<file path="config.mk">
export PLATFORM = sky130hd
export DESIGN_NAME = ifs_words
export DESIGN_NICKNAME = d
export VERILOG_FILES = /design/src/ifs_pkg.sv /design/src/ifs_words.sv
export SDC_FILE = /design/constraint.sdc
export NUM_CORES = 1
export LEC_CHECK = 0
export ABC_CLOCK_PERIOD_IN_PS = 1400
export BUFFER_PORTS_ARGS = -buffer_cell sky130_fd_sc_hd__buf_2
export CORE_UTILIZATION = 43
export DETAILED_ROUTE_END_ITERATION = 10
export PLACE_DENSITY = 0.77
export SLEW_MARGIN = 20
export SYNTH_ARGS = -nofsm -noshare
export SYNTH_HDL_FRONTEND = slang
export SYNTH_SLANG_ARGS = --single-unit
</file>
<file path="constraint.sdc">
create_clock -name core_clk_i -period 1.4 [get_ports core_clk_i]
set_clock_uncertainty 0.2 [all_clocks]
set_input_delay 0.28 -clock core_clk_i [delete_from_list [all_inputs] [get_ports core_clk_i]]
set_output_delay 0.28 -clock core_clk_i [all_outputs]
set_load 0.02 [all_outputs]
</file>
<file path="src/ifs_pkg.sv">
// Package with word indices, bit positions and types for the identify feature words.
package ifs_pkg;
  localparam logic [7:0] W_VALID   = 8'h35;
  localparam logic [7:0] W_SATA_EN = 8'h4f;
  localparam logic [7:0] W_SUP0    = 8'h52;
  localparam logic [7:0] W_SUP1    = 8'h53;
  localparam logic [7:0] W_SUP2    = 8'h54;
  localparam logic [7:0] W_EN0     = 8'h55;
  localparam logic [7:0] W_EN1     = 8'h56;
  localparam logic [7:0] W_EN2     = 8'h57;
  localparam logic [7:0] W_UDMA    = 8'h58;
  localparam logic [7:0] W_ERASE   = 8'h59;
  localparam logic [7:0] W_MPREV   = 8'h5c;
  localparam logic [7:0] W_SEC     = 8'h80;
  localparam logic [15:0] VALID_MARK  = 16'h4000;
  localparam logic [15:0] FIXED_FEAT  = 16'h7008;
  localparam int          B_SECURITY  = 1;
  localparam int          B_WCACHE    = 5;
  localparam int          B_LOOKAHEAD = 6;
  localparam int          B_APM       = 3;
  localparam int          B_UDMA_OK   = 2;
  localparam int          UDMA_SEL_LO = 8;
  localparam int          S_SUP       = 0;
  localparam int          S_EN        = 1;
  localparam int          S_LOCK      = 2;
  localparam int          S_FROZEN    = 3;
  localparam int          S_EXPIRED   = 4;
  localparam int          S_ENH       = 5;
  localparam int          S_MAXLVL    = 8;
  localparam logic [15:0] ZERO16      = 16'h0000;
  localparam logic [15:0] ONES16      = 16'hffff;

  typedef enum logic [1:0] {IFS_IDLE, IFS_ANSWER} ifs_state_t;

  typedef struct packed {
    logic       sec_sup;
    logic       wcache_sup;
    logic       look_sup;
    logic       apm_sup;
    logic       enh_erase_sup;
    logic       udma_sup;
    logic [2:0] udma_max;
  } ifs_caps_t;

  typedef struct packed {
    logic       sec_en;
    logic       sec_lock;
    logic       sec_frozen;
    logic       sec_max;
    logic       wcache_en;
    logic       look_en;
    logic       apm_en;
    logic [5:0] sata_en;
    logic       udma_on;
    logic [2:0] udma_mode;
  } ifs_live_t;

  typedef struct packed {
    ifs_state_t  state;
    logic        expired;
    logic [15:0] rdata;
    logic        rvalid;
    logic        abort;
  } ifs_reg_t;
endpackage

</file>
<file path="src/ifs_words.sv">
// Identify feature, transfer-mode and security status word generator.
// Function
// - Words 83 and 84 show bit 14 set and bit 15 clear.
// - Other bits of words 83 and 84 read as zero unless defined.
// - Word 82 bits 3, 12, 13, 14 set; bits 0,2,4,7-10 clear.
// - Word 82 bits 1, 5, 6 show security, write cache, look-ahead support.
// - Word 83 bits 0-2 and 4 clear; bit 3 shows power management support.
// - Word 87 shows bit 14 set, bit 15 clear, rest zero.
// - Word 85 mirrors the fixed supported bits of word 82.
// - Word 85 bits 1, 5, 6 show security, write cache, look-ahead enabled.
// - Word 86 bit 3 shows power management enabled; bits 0-2 and 4 clear.
// - Serial enabled word bits 1-6 mirror enabled link features; others zero.
// - Word 88 bits 8-14 flag at most one selected Ultra DMA mode.
// - Ultra DMA selection and multiword DMA selection never coexist.
// - Word 88 supported bits are cumulative from mode zero upward.
// - Word 88 reads zero when Ultra DMA is not supported.
// - Erase time word holds minutes divided by two when security supported.
// - Master password revision word holds the last recorded revision.
// - Security bit 8 set only when enabled at maximum level.
// - Expired count sets bit 4 and aborts unlock commands until reset.
// - Security word bits 0,1,2,3,5 show supported, enabled, locked, frozen, enhanced.
// - Security words are supplied whenever security is supported.
// - Field-validity word bit 2 marks word 88 as valid.
//
// The plain strobed port and the register addresses were left to the implementer.
`timescale 1ns/1ns
module ifs_words
  import ifs_pkg::*;
#(
  parameter logic [15:0] ERASE_TIME = 16'h000a,
  parameter logic [15:0] VALID_BASE = 16'h0003
) (
  // Clock and reset.
  input  wire logic        core_clk_i,
  input  wire logic        resetn_i,
  // Read port for identify words.
  input  wire logic [7:0]  addr_i,
  input  wire logic        rd_i,
  input  wire logic        wr_i,
  input  wire logic [15:0] wdata_i,
  output logic      [15:0] rdata_o,
  output logic             rvalid_o,
  // Live state of the drive.
  input  wire ifs_caps_t   caps_i,
  input  wire ifs_live_t   live_i,
  input  wire logic [15:0] mpw_rev_i,
  input  wire logic        mdma_sel_i,
  // Security count events and command gate.
  input  wire logic        count_expire_i,
  input  wire logic        unlock_cmd_i,
  output logic             cmd_abort_o,
  output logic             expired_o
);

  ifs_reg_t    r_ff;
  ifs_reg_t    nxt_r;
  logic [15:0] word;
  logic [6:0]  udma_sup_bits;
  logic [6:0]  udma_sel_bits;

  // Supported modes are a thermometer code up to the highest mode.
  always_comb begin
    for (int i = 0; i < 7; i++) begin
      udma_sup_bits[i] = caps_i.udma_sup && (3'(i) <= caps_i.udma_max);
      udma_sel_bits[i] = caps_i.udma_sup && live_i.udma_on && !mdma_sel_i
                         && (live_i.udma_mode == 3'(i));
    end
  end

  always_comb begin
    word = ZERO16;
    case (addr_i)
      W_VALID: begin
        word = VALID_BASE;
        word[B_UDMA_OK] = 1'b1;
      end
      W_SATA_EN: word = {9'h000, live_i.sata_en, 1'b0};
      W_SUP0: begin
        word = FIXED_FEAT;
        word[B_SECURITY]  = caps_i.sec_sup;
        word[B_WCACHE]    = caps_i.wcache_sup;
        word[B_LOOKAHEAD] = caps_i.look_sup;
      end
      W_SUP1: begin
        word = VALID_MARK;
        word[B_APM] = caps_i.apm_sup;
      end
      W_SUP2: word = VALID_MARK;
      W_EN0: begin
        word = FIXED_FEAT;
        word[B_SECURITY]  = caps_i.sec_sup && live_i.sec_en;
        word[B_WCACHE]    = caps_i.wcache_sup && live_i.wcache_en;
        word[B_LOOKAHEAD] = caps_i.look_sup && live_i.look_en;
      end
      W_EN1: word[B_APM] = caps_i.apm_sup && live_i.apm_en;
      W_EN2: word = VALID_MARK;
      W_UDMA: word = {1'b0, udma_sel_bits, 1'b0, udma_sup_bits};
      W_ERASE: word = caps_i.sec_sup ? ERASE_TIME : ZERO16;
      W_MPREV: word = caps_i.sec_sup ? mpw_rev_i : ZERO16;
      W_SEC: begin
        if (caps_i.sec_sup) begin
          word[S_SUP]     = 1'b1;
          word[S_EN]      = live_i.sec_en;
          word[S_LOCK]    = live_i.sec_lock;
          word[S_FROZEN]  = live_i.sec_frozen;
          word[S_ENH]     = caps_i.enh_erase_sup;
          word[S_EXPIRED] = r_ff.expired;
          word[S_MAXLVL]  = live_i.sec_en && live_i.sec_max;
        end
      end
      default: word = ZERO16;
    endcase
  end

  // The read answer is sampled from live state in the strobe cycle and shown one cycle after it.
  always_comb begin
    nxt_r = r_ff;
    nxt_r.rvalid = rd_i;
    if (rd_i) begin
      nxt_r.rdata = word;
    end
    nxt_r.state = rd_i ? IFS_ANSWER : IFS_IDLE;
    case (r_ff.state)
      IFS_IDLE:   nxt_r.abort = 1'b0;
      IFS_ANSWER: nxt_r.abort = 1'b0;
      default:    nxt_r.abort = 1'b0;
    endcase
    if (count_expire_i) begin
      nxt_r.expired = 1'b1;
    end
    nxt_r.abort = unlock_cmd_i && (r_ff.expired || count_expire_i);
  end

  always_ff @(posedge core_clk_i or negedge resetn_i) begin
    if (!resetn_i) begin
      r_ff <= '{state: IFS_IDLE, expired: 1'b0, rdata: ZERO16, rvalid: 1'b0, abort: 1'b0};
    end else begin
      r_ff <= nxt_r;
    end
  end

  assign rdata_o     = r_ff.rdata;
  assign rvalid_o    = r_ff.rvalid;
  assign cmd_abort_o = r_ff.abort;
  assign expired_o   = r_ff.expired;
endmodule

</file>
==> impl_metrics.py <==
metrics = {
    "drt": {
        "drc": 0,
        "via_per_inst": 5.90,
        "drt_iter0_drc": 146,
        "ant_nets": 0,
        "wl_mm": 5.64,
        "wl_per_cell_um": 17.6,
        "drt-pass1-iter-count": 5,
        "vias": 1895,
    },
    "grt": {
        "antenna_found_initial": 0,
        "track_usage": 0.308,
        "grt_max_degree": 20,
        "grt_pass1_vias": 1791,
        "grt-ovfl-total": 0,
        "grt_pass1_wl_mm": 8.27,
    },
    "die": {
        "die_area_sq_um": 3610,
        "die_y_um": 60.1,
        "initial_core_util": 0.464,
        "ios": 92,
        "rows": 20,
        "die_w_um": 60.1,
        "core_region_area_sq_um": 3130,
    },
    "critical_path": {
        "path_class": "in -> reg",
        "crit_path_start_kind": "input pin",
        "crit_chain": "buf_6 > or4b_4 > o32ai_4 > a211o_1 > a21oi_2 > a221oi_2",
        "crit_fanout": 3,
        "crit_start": "addr_i[3]",
        "cp-end-kind": "register",
        "r2r_start": "rdata_o[3]",
        "cp_slowest_cell": "or4b_4",
        "required_ns": 1.43,
        "slowest_delay_ns": 0.59,
        "cp_data_arrival_time_ns": 1.74,
    },
    "clock_network": {
        "clk_pin_slew_ns": 0.11,
        "htreeDepth": 1,
        "cts_buffers": 3,
        "clk_root_buffer_cell": "clkbuf_4",
        "clk_latency_ns": 0.30,
        "clock_path_buffers": 2,
        "cts_tree": "done",
        "cts_sinks": 19,
    },
    "place": {
        "io_buffers": 74,
        "gp_congestion": 0.908,
        "dpl.cell_count": 305,
        "pre_cts_ws_ns": -0.600,
        "hpwl_mm": 3.69,
    },
    "synth": {
        "synthesis.area_sq_um": 1450,
        "yosysWarnings": 0,
        "syn_nets": 228,
        "ys_top_cells_by_area": "dfrtp_1 (33%), o2bb2ai_1 (6.0%), nor2_1 (3.1%)",
        "synthArstFlopShare": 1.00,
        "synth_cell_type_count": 55,
        "synth_top_area_cell": "dfrtp_1",
        "syn_area_per_cell_sq_um": 9.37,
        "ys_seq_area_frac": 0.327,
        "synth_edf_count": 0,
        "yosysTopAreaCellShare": 0.327,
        "synthFlopType": "dfrtp_1",
        "syn-instance-count": 155,
        "ys_ff_latch": 19,
    },
    "power_and_ir_drop": {
        "p_int_mw": 0.863,
        "switching_power_mw": 0.367,
        "clkPwrFrac": 0.232,
        "comb_power_share": 0.315,
        "total_power_mw": 1.23,
        "switching_share": 0.298,
        "seq_power_share": 0.453,
        "irDropWorstVdd_mv": 0.405,
        "leakagePower_nw": 1.19,
        "power_density_nw_per_um2": 495,
    },
    "timing": {
        "clock.fmax_mhz": 582,
        "relSlewSlack": 0.698,
        "setup_tns_ns": -2.86,
        "maxSlewViolCount": 0,
        "rsz0062_at_grt": "yes",
        "timing.final.crit_share": 1.23,
        "final-hold-violation-count": 0,
        "finalSetupViolations": 15,
        "worst_slack_ns": -0.319,
        "period_needed_ns": 1.72,
        "worst_pin_slew_ns": 0.452,
    },
    "cells_and_area": {
        "final_util": 0.796,
        "diodes": 0,
        "final_nets": 351,
        "area_growth_pct": 71.3,
        "drive_gt1_frac": 0.567,
        "layout.cells.non_filler": 321,
    },
    "status": {
        "outcome": "finished, violations left",
        "violations": "setup timing",
    },
    "hold_path": {
        "min_path_type": "in -> reg",
        "worst_hold_startpoint": "mpw_rev_i[11]",
    },
    "run": {
        "maxCapViolCount": 0,
    },
}
final cells by class:
| type | count | area [sq um] |
|---|---|---|
| inverters | 5 | 18.8 |
| fillers | 195 | 639 |
| repair buffers | 127 | 848 |
| clock buffers | 4 | 26.3 |
| flip-flops and latches | 19 | 475 |
| multi-input cells | 122 | 1060 |
| well taps | 44 | 55.1 |
per-stage QoR:
step	hold WS (ns)	area (sq um)
floorplan	-0.216	1470
global placement	0.0417	2150
detailed placement	0.0450	2150
CTS	0.00720	2420
global route	-0.00212	2490
finish	0.0122	2490
flip-flops by register name, summed over array words and instances, names as in the netlist:
signal,count
rvalid_o,1
rdata_o,16
expired_o,1
cmd_abort_o,1
cells by family (layout without fill, tap and decap cells):
logic type,Yosys count,count (layout),share of synthesized area
DFF,19,19,0.327
and+or+nand+nor,73,73,0.337
AOI/OAI and AO/OA,48,48,0.279
buffers and inverters,14,136,0.0508
xor gates and xnor gates,1,1,0.00603
layout by cell type (no fill, tap or decap), types with 3 or more instances in the layout:
cell type      instances
a221o_1                3
buf_2                 67
o2bb2ai_1              6
a211oi_1               3
nand4_1                4
clkbuf_4               3
a221oi_2               3
a21o_1                 5
and4_1                 3
o2bb2ai_2              5
nor2_1                11
nand2_1               10
nand3_1                3
dlygate4sd3_1          4
buf_4                 42
buf_6                 14
inv_1                  5
a32oi_1                3
nor3_1                 3
dfrtp_1               19
nand3b_1               3
nor2b_1                5
layer usage:
metal / vias up / GRT usage / wire, um
li1: 864 / - / -
met1: 916 / 0.374 / 2170
met2: 103 / 0.524 / 2940
met3: 12 / 0.0714 / 401
met4: 0 / 0.113 / 123
met5: - / 0 / 0
power by group through the flow:
stage	combinational, mW	clock, mW	sequential [mW]
6_report	0.387	0.285	0.558
5_1_grt	0.413	0.307	0.559
4_1_cts	0.365	0.287	0.558
3_5_place_dp	0.318	0	0.569
3_3_place_gp	0.316	0	0.569
2_1_floorplan	0.105	0	0.579
path summary, 6_finish.rpt:
path	end	slack [ns]	depth (start not counted)
setup / recovery	rdata_o[3]	-0.32	6
hold / removal	rdata_o[11]	0.01	2
setup reg to reg	rdata_o[3]	0.11	3
max in group asynchronous	rdata_o[5]	0.45	2
min in group asynchronous	rdata_o[9]	0.24	2
hold reg to reg	rdata_o[2]	0.29	1
cell usage after synthesis (all sizes together), types with 4 or more instances:
cell     instances
and4             4
nand4            4
nor3             4
a221oi           4
nand2           11
clkbuf           4
a211oi           4
nor2            13
nor3b            5
dfrtp           19
nor2b            6
o2bb2ai         11
buf              5
inv              5
a21o             5
critical path, delay by kind of cell:
| kind | cells | cell delay [ns] |
|---|---|---|
| AOI/OAI and AO/OA | 4 | 0.77 |
| buffers and inverters | 1 | 0.10 |
| and+or+nand+nor | 1 | 0.59 |
what timing repair did:
action	CTS	global route
endpoints found under the setup margin	16	16
pin swaps	15	7
cloned	0	0
gates resized for setup	34	11
setup buffers	8	0
hold buffers	4	0
endpoints found under the hold margin	22	0
(Power assumes the default switching activity.)
